[config.mk]
export PLATFORM = sky130hd
export DESIGN_NAME = pal_port_block
export DESIGN_NICKNAME = d
export VERILOG_FILES = /design/src/hw/pal_pkg.sv /design/src/hw/pal_port_block.sv
export VERILOG_INCLUDE_DIRS = /design/src /design/src/hw
export SDC_FILE = /design/constraint.sdc
export NUM_CORES = 1
export LEC_CHECK = 0
export ABC_CLOCK_PERIOD_IN_PS = 1400
export BUFFER_PORTS_ARGS = -buffer_cell sky130_fd_sc_hd__buf_4
export CORE_AREA = 2 2 132 134
export DETAILED_ROUTE_END_ITERATION = 6
export DIE_AREA = 0 0 134 136
export GPL_ROUTABILITY_DRIVEN = 0
export GPL_TIMING_DRIVEN = 0
export PLACE_DENSITY = 0.83
export SLEW_MARGIN = 10
export SYNTH_ARGS = -nofsm -noshare
export SYNTH_HDL_FRONTEND = slang
export SYNTH_SLANG_ARGS = --single-unit
[constraint.sdc]
create_clock -name clk -period 1.4 [get_ports clk]
set_input_delay 0.14 -clock clk [delete_from_list [all_inputs] [get_ports clk]]
set_output_delay 0.14 -clock clk [all_outputs]
set_load 0.01 [all_outputs]
[src/hw/pal_consts.svh]
// Constants of the port address latch and data repeater block.
// Assumes register byte address = index * 4 on a 32-bit APB bus.
// Summary of operation
// address latch strobe separates address phase from data phase on bus
// latched address output chosen pin by pin on ports A and B
// select bit 1 drives address on pin, 0 leaves normal port use
// port A select bit n routes latched address bit n to pin n
// port B pin n carries address bit n or n+8 per byte select
// both address select registers clear to zero on reset
// peripheral mode makes port A carry only the eight data bits
// repeater direction and enables follow read and write strobes in window
// window is the OR of the two peripheral select decodes
// window qualified by program store strobe high, data cycles only
// firmware sets repeater enable bit 7 before repeater works
// peripheral mode switches all eight port A pins together
// enabled repeater runs whenever core address falls inside window
// port A in peripheral mode serves no other function
// four test-port pins on port C stay dedicated
// two port C pins may show programming status and error
// drive type changeable at run time, default push-pull
// software reads each pin's final output enable
// output enable is OR of logic term, direction and repeater
// drive select bit 1 picks open-drain or fast slew
// address captured as latch strobe falls, held until next phase
// in-window read drives core bus, write drives port, else off
`ifndef PAL_CONSTS_SVH
`define PAL_CONSTS_SVH
`define PAL_IDX_ADDR_SEL_A 6'h02
`define PAL_IDX_ADDR_SEL_B 6'h03
`define PAL_IDX_DOUT_A 6'h04
`define PAL_IDX_DOUT_B 6'h05
`define PAL_IDX_DIR_A 6'h06
`define PAL_IDX_DIR_B 6'h07
`define PAL_IDX_DRV_A 6'h08
`define PAL_IDX_DRV_B 6'h09
`define PAL_IDX_OE_A 6'h0C
`define PAL_IDX_OE_B 6'h0D
`define PAL_IDX_HI_SEL_B 6'h20
`define PAL_IDX_MEM_MODE 6'h21
`define PAL_IDX_TEST_CFG 6'h22
`define PAL_RESET_BYTE 8'h00
`define PAL_REPEATER_EN_BIT 7
`define PAL_STATUS_EN_BIT 0
`define PAL_ERROR_EN_BIT 1
`define PAL_PERIPH_MODE_BIT 2
`define PAL_STATUS_PIN 3
`define PAL_ERROR_PIN 4
`define PAL_TEST_PORT_MASK 8'h63
`define PAL_ALL_ONES 8'hFF
`endif

[src/hw/pal_pkg.sv]
// Types of the port address latch and data repeater block.
// Assumes the constants header is included by the design files.
package pal_pkg;
  typedef struct packed {
    logic [15:0] ad;
    logic ale;
    logic rdN;
    logic wrN;
    logic programStoreStrobe;
  } pal_core_t;

  typedef struct packed {
    logic [7:0] out;
    logic [7:0] oe;
  } pal_port_t;

  typedef struct packed {
    logic [7:0] selA;
    logic [7:0] selB;
    logic [7:0] doutA;
    logic [7:0] doutB;
    logic [7:0] dirA;
    logic [7:0] dirB;
    logic [7:0] drvA;
    logic [7:0] drvB;
    logic [7:0] hiSelB;
    logic [7:0] memMode;
    logic [7:0] testCfg;
    logic [15:0] addrLatch;
    pal_port_t portA;
    pal_port_t portB;
    pal_port_t portC;
    logic [7:0] coreRdData;
    logic coreRdOe;
    logic [31:0] prdata;
    logic pready;
    logic pslverr;
  } pal_state_t;
endpackage : pal_pkg

[src/hw/pal_port_block.sv]
// Port address latch, data repeater and port control registers.
// Assumes core bus and APB are synchronous to clk; pins are split
// into out and output-enable, the pad ring resolves the wire.
//
// Chosen here: register access over APB.
`timescale 1ns/1ps
`include "pal_consts.svh"
module pal_port_block
  import pal_pkg::*;
(
  input wire logic clk, // 25 MHz clock
  input wire logic reset_n, // async reset, active low
  input wire logic psel, // apb select
  input wire logic penable, // apb access phase
  input wire logic pwrite, // apb direction
  input wire logic [7:0] paddr, // apb byte address
  input wire logic [31:0] pwdata, // apb write data
  output logic [31:0] prdata, // apb read data
  output logic pready, // apb ready
  output logic pslverr, // apb error on unmapped address
  input wire pal_core_t core, // multiplexed core bus
  input wire logic periphWindowSel0, // decode output 0
  input wire logic periphWindowSel1, // decode output 1
  input wire logic [7:0] laOutA, // logic array data, port A
  input wire logic [7:0] laOeA, // logic array enable term, port A
  input wire logic [7:0] laOutB, // logic array data, port B
  input wire logic [7:0] laOeB, // logic array enable term, port B
  input wire logic [7:0] portAIn, // port A pin levels
  input wire logic progStatus, // programming status from isp logic
  input wire logic progError, // programming error from isp logic
  output pal_port_t portA, // port A pin drive
  output pal_port_t portB, // port B pin drive
  output pal_port_t portC, // port C status and error pins
  output logic [7:0] driveSelA, // port A drive type
  output logic [7:0] driveSelB, // port B drive type
  output logic [7:0] coreRdData, // repeater data toward core
  output logic coreRdOe // repeater drives core bus
);

  pal_state_t st_r;
  pal_state_t st_nxt;

  function automatic logic isMapped(input logic [5:0] idx);
    unique case (idx)
      `PAL_IDX_ADDR_SEL_A, `PAL_IDX_ADDR_SEL_B,
      `PAL_IDX_DOUT_A, `PAL_IDX_DOUT_B,
      `PAL_IDX_DIR_A, `PAL_IDX_DIR_B,
      `PAL_IDX_DRV_A, `PAL_IDX_DRV_B,
      `PAL_IDX_OE_A, `PAL_IDX_OE_B,
      `PAL_IDX_HI_SEL_B, `PAL_IDX_MEM_MODE,
      `PAL_IDX_TEST_CFG: isMapped = 1'b1;
      default: isMapped = 1'b0;
    endcase
  endfunction : isMapped

  function automatic logic [7:0] readReg(input pal_state_t s,
                                         input logic [5:0] idx);
    unique case (idx)
      `PAL_IDX_ADDR_SEL_A: readReg = s.selA;
      `PAL_IDX_ADDR_SEL_B: readReg = s.selB;
      `PAL_IDX_DOUT_A: readReg = s.doutA;
      `PAL_IDX_DOUT_B: readReg = s.doutB;
      `PAL_IDX_DIR_A: readReg = s.dirA;
      `PAL_IDX_DIR_B: readReg = s.dirB;
      `PAL_IDX_DRV_A: readReg = s.drvA;
      `PAL_IDX_DRV_B: readReg = s.drvB;
      `PAL_IDX_OE_A: readReg = s.portA.oe;
      `PAL_IDX_OE_B: readReg = s.portB.oe;
      `PAL_IDX_HI_SEL_B: readReg = s.hiSelB;
      `PAL_IDX_MEM_MODE: readReg = s.memMode;
      `PAL_IDX_TEST_CFG: readReg = s.testCfg;
      default: readReg = `PAL_RESET_BYTE;
    endcase
  endfunction : readReg

  logic [5:0] regIdx;
  logic aligned;
  logic setup;
  logic wrTake;
  logic periphMode;
  logic window;
  logic winRd;
  logic winWr;

  assign regIdx = paddr[7:2];
  assign aligned = (paddr[1:0] == 2'b00);
  assign setup = psel && !penable;
  assign wrTake = psel && penable && st_r.pready && pwrite
                  && !st_r.pslverr;
  // port A taken as a whole into peripheral mode
  assign periphMode = st_r.testCfg[`PAL_PERIPH_MODE_BIT];
  assign window = st_r.memMode[`PAL_REPEATER_EN_BIT] && periphMode
                  && (periphWindowSel0 || periphWindowSel1)
                  && core.programStoreStrobe;
  assign winRd = window && !core.rdN;
  assign winWr = window && !core.wrN && core.rdN;

  always_comb begin
    st_nxt = st_r;
    // apb: answer in the first access cycle
    st_nxt.pready = setup;
    st_nxt.pslverr = setup && !(aligned && isMapped(regIdx));
    if (setup) begin
      st_nxt.prdata = {24'h000000, readReg(st_r, regIdx)};
    end
    if (wrTake) begin
      unique case (regIdx)
        `PAL_IDX_ADDR_SEL_A: st_nxt.selA = pwdata[7:0];
        `PAL_IDX_ADDR_SEL_B: st_nxt.selB = pwdata[7:0];
        `PAL_IDX_DOUT_A: st_nxt.doutA = pwdata[7:0];
        `PAL_IDX_DOUT_B: st_nxt.doutB = pwdata[7:0];
        `PAL_IDX_DIR_A: st_nxt.dirA = pwdata[7:0];
        `PAL_IDX_DIR_B: st_nxt.dirB = pwdata[7:0];
        `PAL_IDX_DRV_A: st_nxt.drvA = pwdata[7:0];
        `PAL_IDX_DRV_B: st_nxt.drvB = pwdata[7:0];
        `PAL_IDX_HI_SEL_B: st_nxt.hiSelB = pwdata[7:0];
        `PAL_IDX_MEM_MODE: st_nxt.memMode = pwdata[7:0];
        `PAL_IDX_TEST_CFG: st_nxt.testCfg = pwdata[7:0];
        default: st_nxt.memMode = st_r.memMode;
      endcase
    end
    // address follows the bus while the strobe is high, holds after
    if (core.ale) begin
      st_nxt.addrLatch = core.ad;
    end
    // port A
    for (int i = 0; i < 8; i++) begin
      if (periphMode) begin
        // data bits only, no address on the port
        st_nxt.portA.out[i] = core.ad[i];
        st_nxt.portA.oe[i] = laOeA[i] || st_r.dirA[i] || winWr;
      end else if (st_r.selA[i]) begin
        st_nxt.portA.out[i] = st_r.addrLatch[i];
        st_nxt.portA.oe[i] = 1'b1;
      end else begin
        st_nxt.portA.out[i] = laOeA[i] ? laOutA[i] : st_r.doutA[i];
        st_nxt.portA.oe[i] = laOeA[i] || st_r.dirA[i];
      end
    end
    // port B
    for (int i = 0; i < 8; i++) begin
      if (st_r.selB[i]) begin
        st_nxt.portB.out[i] = st_r.hiSelB[i] ? st_r.addrLatch[i + 8]
                                             : st_r.addrLatch[i];
        st_nxt.portB.oe[i] = 1'b1;
      end else begin
        st_nxt.portB.out[i] = laOeB[i] ? laOutB[i] : st_r.doutB[i];
        st_nxt.portB.oe[i] = laOeB[i] || st_r.dirB[i];
      end
    end
    // port C: test-port pins never driven here
    st_nxt.portC.out = `PAL_RESET_BYTE;
    st_nxt.portC.oe = `PAL_RESET_BYTE;
    st_nxt.portC.out[`PAL_STATUS_PIN] = progStatus;
    st_nxt.portC.oe[`PAL_STATUS_PIN] =
      st_r.testCfg[`PAL_STATUS_EN_BIT];
    st_nxt.portC.out[`PAL_ERROR_PIN] = progError;
    st_nxt.portC.oe[`PAL_ERROR_PIN] =
      st_r.testCfg[`PAL_ERROR_EN_BIT];
    // repeater toward the core
    st_nxt.coreRdOe = winRd;
    st_nxt.coreRdData = winRd ? portAIn : st_r.coreRdData;
  end

  always_ff @(posedge clk or negedge reset_n) begin
    if (!reset_n) begin
      st_r <= '0;
    end else begin
      st_r <= st_nxt;
    end
  end

  assign prdata = st_r.prdata;
  assign pready = st_r.pready;
  assign pslverr = st_r.pslverr;
  assign portA = st_r.portA;
  assign portB = st_r.portB;
  assign portC = st_r.portC;
  assign driveSelA = st_r.drvA;
  assign driveSelB = st_r.drvB;
  assign coreRdData = st_r.coreRdData;
  assign coreRdOe = st_r.coreRdOe;

  a_addr_capture: assert property (
    @(posedge clk) disable iff (!reset_n)
    $fell(core.ale) |-> ##1 st_r.addrLatch == $past(core.ad, 2))
    else $error("address not held from strobe fall");

  a_addr_hold: assert property (
    @(posedge clk) disable iff (!reset_n)
    (!core.ale && $past(!core.ale)) |=> $stable(st_r.addrLatch))
    else $error("address changed outside address phase");

  a_porta_addr: assert property (
    @(posedge clk) disable iff (!reset_n)
    (!periphMode && st_r.selA == `PAL_ALL_ONES)
    |=> portA.out == $past(st_r.addrLatch[7:0])
        && portA.oe == `PAL_ALL_ONES)
    else $error("port A address pins wrong");

  a_portb_high: assert property (
    @(posedge clk) disable iff (!reset_n)
    (st_r.selB[1] && st_r.hiSelB[1])
    |=> portB.out[1] == $past(st_r.addrLatch[9]))
    else $error("port B high address byte wrong");

  a_repeater_write: assert property (
    @(posedge clk) disable iff (!reset_n)
    (winWr && periphWindowSel0)
    |=> portA.oe == `PAL_ALL_ONES && portA.out == $past(core.ad[7:0]))
    else $error("repeater write not driven to port");

  a_window_or: assert property (
    @(posedge clk) disable iff (!reset_n)
    (st_r.memMode[7] && periphMode && core.programStoreStrobe
     && periphWindowSel1 && !periphWindowSel0 && !core.rdN)
    |=> coreRdOe)
    else $error("second select does not open window");

  a_repeater_read: assert property (
    @(posedge clk) disable iff (!reset_n)
    winRd |=> coreRdOe && coreRdData == $past(portAIn))
    else $error("repeater read data wrong");

  a_code_fetch: assert property (
    @(posedge clk) disable iff (!reset_n)
    !core.programStoreStrobe |=> !coreRdOe)
    else $error("repeater active in code cycle");

  a_repeater_gate: assert property (
    @(posedge clk) disable iff (!reset_n)
    !st_r.memMode[`PAL_REPEATER_EN_BIT] |=> !coreRdOe)
    else $error("repeater active while disabled");

  a_test_pins: assert property (
    @(posedge clk) disable iff (!reset_n)
    (portC.oe & `PAL_TEST_PORT_MASK) == `PAL_RESET_BYTE)
    else $error("test-port pin driven");

  a_oe_readback: assert property (
    @(posedge clk) disable iff (!reset_n)
    (setup && paddr == {`PAL_IDX_OE_A, 2'b00})
    |=> pready && prdata[7:0] == $past(portA.oe) && prdata[31:8] == 0)
    else $error("enable read-back wrong");

  a_drive_write: assert property (
    @(posedge clk) disable iff (!reset_n)
    (wrTake && regIdx == `PAL_IDX_DRV_B && aligned)
    |=> driveSelB == $past(pwdata[7:0]))
    else $error("drive select not written");

  // register file: reset state, writes and holds
  a_reset_clear: assert property (
    @(posedge clk) disable iff (!reset_n)
    !$past(reset_n) |-> st_r.selA == `PAL_RESET_BYTE
                        && st_r.selB == `PAL_RESET_BYTE)
    else $error("address selects not cleared by reset");

  a_sel_write: assert property (
    @(posedge clk) disable iff (!reset_n)
    (wrTake && regIdx == `PAL_IDX_ADDR_SEL_A && aligned)
    |=> st_r.selA == $past(pwdata[7:0]))
    else $error("address select A not written");

  a_sel_hold: assert property (
    @(posedge clk) disable iff (!reset_n)
    !wrTake |=> $stable(st_r.selA) && $stable(st_r.selB))
    else $error("address select changed without write");

  a_drive_a: assert property (
    @(posedge clk) disable iff (!reset_n)
    (wrTake && regIdx == `PAL_IDX_DRV_A && aligned)
    |=> driveSelA == $past(pwdata[7:0]))
    else $error("drive select A not written");

  // apb answers and refusals
  a_ready_answer: assert property (
    @(posedge clk) disable iff (!reset_n)
    setup |=> pready ##1 !pready)
    else $error("apb answer not a one-cycle pulse");

  a_unmapped_err: assert property (
    @(posedge clk) disable iff (!reset_n)
    (setup && !isMapped(regIdx))
    |=> pslverr && prdata == 32'h00000000)
    else $error("unmapped access not refused");

  a_read_upper: assert property (
    @(posedge clk) disable iff (!reset_n)
    prdata[31:8] == 24'h000000)
    else $error("read data upper lanes not zero");

  // pin routing and repeater
  a_addr_follow: assert property (
    @(posedge clk) disable iff (!reset_n)
    core.ale |=> st_r.addrLatch == $past(core.ad))
    else $error("address not taken in address phase");

  a_portb_low: assert property (
    @(posedge clk) disable iff (!reset_n)
    (st_r.selB[2] && !st_r.hiSelB[2])
    |=> portB.out[2] == $past(st_r.addrLatch[2]) && portB.oe[2])
    else $error("port B low address bit wrong");

  a_portb_default: assert property (
    @(posedge clk) disable iff (!reset_n)
    !st_r.selB[5]
    |=> portB.oe[5] == $past(laOeB[5] || st_r.dirB[5]))
    else $error("port B enable not logic term or direction");

  a_periph_data: assert property (
    @(posedge clk) disable iff (!reset_n)
    periphMode |=> portA.out == $past(core.ad[7:0]))
    else $error("port A not carrying data in peripheral mode");

  a_read_release: assert property (
    @(posedge clk) disable iff (!reset_n)
    (periphMode && !core.rdN)
    |=> portA.oe == $past(laOeA | st_r.dirA))
    else $error("port A driven during repeater read");

  a_window_closed: assert property (
    @(posedge clk) disable iff (!reset_n)
    !(periphWindowSel0 || periphWindowSel1) |=> !coreRdOe)
    else $error("repeater active outside window");

  a_mode_gate: assert property (
    @(posedge clk) disable iff (!reset_n)
    !periphMode |=> !coreRdOe)
    else $error("repeater active outside peripheral mode");

  a_status_pin: assert property (
    @(posedge clk) disable iff (!reset_n)
    st_r.testCfg[`PAL_STATUS_EN_BIT]
    |=> portC.oe[`PAL_STATUS_PIN]
        && portC.out[`PAL_STATUS_PIN] == $past(progStatus))
    else $error("status pin not driven");

  a_error_pin: assert property (
    @(posedge clk) disable iff (!reset_n)
    st_r.testCfg[`PAL_ERROR_EN_BIT]
    |=> portC.oe[`PAL_ERROR_PIN]
        && portC.out[`PAL_ERROR_PIN] == $past(progError))
    else $error("error pin not driven");

endmodule : pal_port_block

**Yosys cells after proc, flatten, opt, wreduce, memory -nomap -nowiden**

Memories as Yosys holds them, arrays and structs flattened.
Cells that the tools add are included.

- Equality and inequality tests: 13
- Mux-type cells: 73
- Reductions and logical operators: 55

Operators by type and width:

| operator | count |
|---|---|
| 8-bit case mux with 13 select lines | 1 |
| 1-bit 2-to-1 mux | 72 |
| 1-bit logical OR | 25 |
| 6-bit by 3-bit == test with 1-bit output, second input constant | 4 |
| 6-bit by 4-bit == test with 1-bit output, second input constant | 4 |
| 2-bit AND reduction | 11 |
| 6-bit == test, second input constant | 3 |
| 1-bit logical AND | 13 |
| 6-bit by 2-bit == test with 1-bit output, second input constant | 2 |
| 1-bit zero test | 5 |
| 2-bit zero test | 1 |

- Register bits after elaboration: 159
- Memory bits (read-only): 64
- Memories kept: 1

Memories:

| memory | words | width | read ports | clocked after Yosys merged registers in | write ports | RTL line | text |
|---|---|---|---|---|---|---|---|
| (name not given) | 64 | 1 | 1 | 0 | 0 | pal_port_block.sv:44 | `unique case (idx)` |

**Depth between registers and ports, before layout**

- Depth in word-level cells: 7
- Depth in mapped cells: 8
- Gate-level depth less buffers: 5

**Worst setup path after synthesis**

No wires, ideal clock.

- Path kind: input-to-reg
- From: in paddr[6]
- To: reg st_r (netlist bit driveSelB[0])
- Library setup time: 0.125 ns
- Data arrival time: 1.618 ns
- Data required time: 1.275 ns
- Setup slack: -0.343 ns
- Stages: 5
- Path through: clkbuf_2 -> or4b_4 -> nor3b_4 -> nand2_2 -> mux2_2

- Cells in the longest elaborated chain, start to end: 2

Ends and longest elaborated chain:

| item | RTL line | text |
|---|---|---|
| start: declaration | pal_port_block.sv:16 | `input wire logic [7:0] paddr,` |
| 6-bit by 4-bit == test with 1-bit output | pal_port_block.sv:107 | `unique case (regIdx)` |
| 2-bit AND reduction (no source line) | - |  |
| end signal: assignment | pal_port_block.sv:169 | `st_r <= st_nxt;` |
| end: declaration | pal_port_block.sv:40 | `pal_state_t st_r;` |

No other way between the ends.
A chain may end at the register's enable or synchronous reset.

**Final worst setup path**

- From: in paddr[4]
- To: reg st_r[118] (netlist name)

- Cells in the longest elaborated chain, start to end: 2

Ends and longest elaborated chain:

| item | RTL line |
|---|---|
| 6-bit == test | pal_port_block.sv:107 |
| 2-bit AND reduction (no source line) | - |

No other way between the ends.

==> key figures <==
Die
  • Die ar.: 0.01822 mm²
  • Die width: roughly 130 µm
  • Initial Utilization: a little under half
  • Standard-cell rows: 48
  • Core ar.: 0.01688 mm²
  • Die extent in y: 136 µm
  • Ports: between 200 and 250

Timing
  • Fin. Hold Viols: 0
  • Rel. slew slack: between 40% and 50%
  • Setup-failing EPs final: 102
  • Setup total negative slack: -12.02 ns
  • Achievable clock frequency: between 0.6 and 0.7 GHz
  • Setup Skew: around 0.0063 ns
  • RSZ-0062 raised after global routing: true
  • Final Cycle Share: 117.7%
  • Final Critical Period: roughly 1.6 ns
  • WHS: 0.003345 ns
  • Slew Limit Fails: 0
  • Setup slack after layout: -0.2473 ns
  • Worst-Margin Slew: around 0.78 ns

Global routing
  • Total track usage: 26.66%
  • Initial antenna violation count: 0
  • Grt met3 use: a little under 7%
  • Gr ovfl total: 0
  • First-pass GRT wire length: around 36,000 µm
  • Largest net degree at the start of global routing: 95
  • Vias in the first global route: ~6,500
  • Met2 Use GR: approximately 44%
  • Most Used Layer, Global Route: met2
  • M1 GR Usage: ~34%

Finish
  • ANT cells: 0
  • Synth-to-layout area growth: 42.78%
  • FILL cells: approximately 1,200
  • Non-Filler Instances: between 1,000 and 1,500
  • Finished Cell Area: 0.01129 mm²
  • Nets: between 1,000 and 1,500
  • Share of cells above drive strength 1: 51.67%

Setup path
  • Crit-path most repeated cell: buf_4
  • CP Class: in -> reg
  • Slowest cell delay on critical path: around 0.46 ns
  • Slowest cell on crit path: nor4b_4
  • Startpoint types: primary input
  • Required time worst endpoint: about 1.7 ns
  • Worst endpoint data arrival time: 1.96 ns
  • Worst-path cell chain: buf_4 -> buf_2 -> nor4b_4 -> buf_4 -> nand3_2 -> mux2_2
  • CP max FO: 10
  • Worst setup EP type: flip-flop

Place
  • Dpl hpwl: about 15,000 µm
  • PortBufs: 150
  • Post-placement cell area: approximately 0.0096 mm²
  • Post-Place Cells: roughly 1,100

Synthesis
  • Synthesized area: around 0.0079 mm²
  • Post-Synthesis Cells: ~650
  • FF+latch count, synth: between 150 and 200
  • Synth Warn #: 0
  • Library cells used by synthesis: 50
  • Syn Area/Cell: ~12 µm²
  • Asr flop ratio synth: 100.0%
  • Most used DFF post-synth: dfrtp_1
  • Seq/Total Area, Yosys: around half
  • Post-synth EDFFs: 0

Clock tree
  • Worst-path clk slew: ~0.060 ns
  • Root buffer cell: clkbuf_16
  • Htree depth: 4
  • Clk sinks: 159
  • Clock buffer depth: 2
  • Worst-Skew Late Latency: about 0.44 ns
  • CTS buffer count: 17
  • CTS tree: done

Pwr
  • Power Density: around 940 mW/mm²
  • Clk network pwr share: 41.2%
  • Net switching power figure: around 2.6 mW
  • Power, Total: 10.57 mW
  • Internal power: between 8 and 9 mW
  • Sw Ratio: 24.14%
  • Comb pwr share: between 10% and 20%
  • LEAKAGE: about 5.7 nW
  • Part of the power in registers: between 40 and 50%
  • Peak VDD IR: 812.1 µV

Route
  • Initial drt markers: around 640
  • ANT nets after route: 0
  • Post-Route WL: 24,780 µm
  • 1st-pass router iterations: 7
  • Drc violations: 0
  • Per-cell routed wire length: 20.91 µm
  • Vias/cell: between 5 and 6
  • Vias: around 6,500

Run status
  • Status: finished with violations
  • Violated checks: negative setup slack

Job
  • Max-cap viol count: 0

Hold path
  • Hold Path Class: in -> reg
==> Yosys cell counts, types with 2 or more instances <==
master / instances / area share [%]
or4_1: 8 / 0.76
nand3b_1: 6 / 0.57
buf_2: 9 / 0.57
nor3b_4: 2 / 0.47
o22ai_1: 2 / 0.16
nor2_1: 12 / 0.57
a211oi_1: 10 / 0.95
nor2b_1: 18 / 1.4
a21oi_1: 25 / 1.6
a22o_1: 5 / 0.55
nand2_2: 4 / 0.32
buf_4: 106 / 10
a31oi_1: 4 / 0.32
a221oi_1: 4 / 0.44
a2111oi_0: 4 / 0.44
a32o_1: 2 / 0.25
mux2i_1: 37 / 4.7
nor3_1: 6 / 0.38
mux2_2: 115 / 16
a22oi_1: 6 / 0.57
a32oi_1: 4 / 0.44
o21ai_0: 19 / 1.2
a21boi_0: 2 / 0.19
nand2_1: 25 / 1.2
mux4_2: 3 / 0.85
nand3_1: 9 / 0.57
nor4b_1: 2 / 0.22
dfrtp_1: 159 / 50
nand2b_1: 2 / 0.16
or3_1: 8 / 0.63
clkbuf_1: 15 / 0.71
and3_1: 2 / 0.16
==> flip-flops by register name, summed over array words and instances (netlist names) <==
register    cells
coreRdData      8
coreRdOe        1
driveSelA       8
driveSelB       8
periphMode      1
portA          16
portB          16
portC           4
prdata          8
pready          1
pslverr         1
st_nxt          2
st_r           85
==> critical path: cells and delay by family <==
family | cells | cell delay [ns]
AND/OR/NAND/NOR | 2 | 0.76
buffers and inverters | 3 | 0.65
multiplexers | 1 | 0.40
==> power groups by stage <==
stage | Sequential, mW | Combinational (mW) | Clock [mW]
finish | 4.85 | 1.36 | 4.36
global route | 4.86 | 1.45 | 4.59
CTS | 4.84 | 1.30 | 4.38
detailed placement | 4.92 | 1.12 | 0
global placement | 4.92 | 1.09 | 0
floorplan | 4.88 | 0.608 | 0
==> area by class of cell <==
cell class                 instances  area, µm²  area share (%)
sequential                       159       3981           35.26
multi-input combinational        397       3500           30.99
timing repair buffer             241       2017           17.86
buffer                           132      968.4           8.576
clock buffer                      23      478.0           4.233
tap                              225      281.5           2.493
clock inverter                     7      62.56          0.5540
inverter                           1      3.754         0.03324
==> what timing repair did <==
action / 4_1_cts / 5_1_grt
pin swaps: 11 / 13
hold endpoints to repair: 128 / 0
endpoints found under the setup margin: 131 / 112
gates cloned: 1 / 0
gates resized for setup: 47 / 32
buffers inserted: 23 / 12
hold buffers: 56 / 0
==> path summary, 6_finish.rpt <==
| path | cells past startpoint | startpoint | to | slack (ns) |
|---|---|---|---|---|
| max | 6 | paddr[4] | st_r[118] | -0.25 |
| min | 3 | laOutB[2] | portB[10] | 0.003 |
| max reg2reg | 7 | pready | st_r[174] | -0.20 |
| min reg2reg | 0 | st_nxt[47] | portC[4] | 0.45 |
| max in group asynchronous | 3 | reset_n | periphMode | 0.27 |
| min in group asynchronous | 2 | reset_n | coreRdData[1] | 0.27 |
==> metrics by stage <==
| step | worst slack [ns] | util, % |
|---|---|---|
| floorplan | -0.3212 | - |
| global placement | -1.213 | 56.51 |
| CTS | -0.1371 | 65.63 |
| detailed placement | -0.8391 | 56.75 |
| finish | -0.2473 | 66.91 |
| global route | -0.2628 | 66.91 |
==> cell families after synthesis <==
kind of cell / count (synthesis) / synth area share, %
other: 1 / 0.04742
AO/OA/AOI/OAI: 91 / 7.514
buffers and inverters: 133 / 11.50
AND/OR/NAND/NOR: 114 / 8.717
flip-flops: 159 / 50.31
multiplexers: 155 / 21.91
==> routing by layer <==
metal / routed length, µm / vias up
met5: 0 / -
met4: 1026 / 0
met3: 2194 / 87
met2: 11740 / 386
met1: 9813 / 3178
li1: - / 2819
==> layout by cell type, fill, tap and decap left out, types with 17 or more instances in the layout <==
cell and n:
mux2i_1 37, a21oi_1 25, buf_4 287, clkbuf_16 17, nor2b_1 18, dlygate4sd3_1 56, nand2_1 20, mux2_2 102
conb_1 36, o21ai_0 17, dfrtp_1 157
Note: power is estimated with default switching activity, not from simulation.
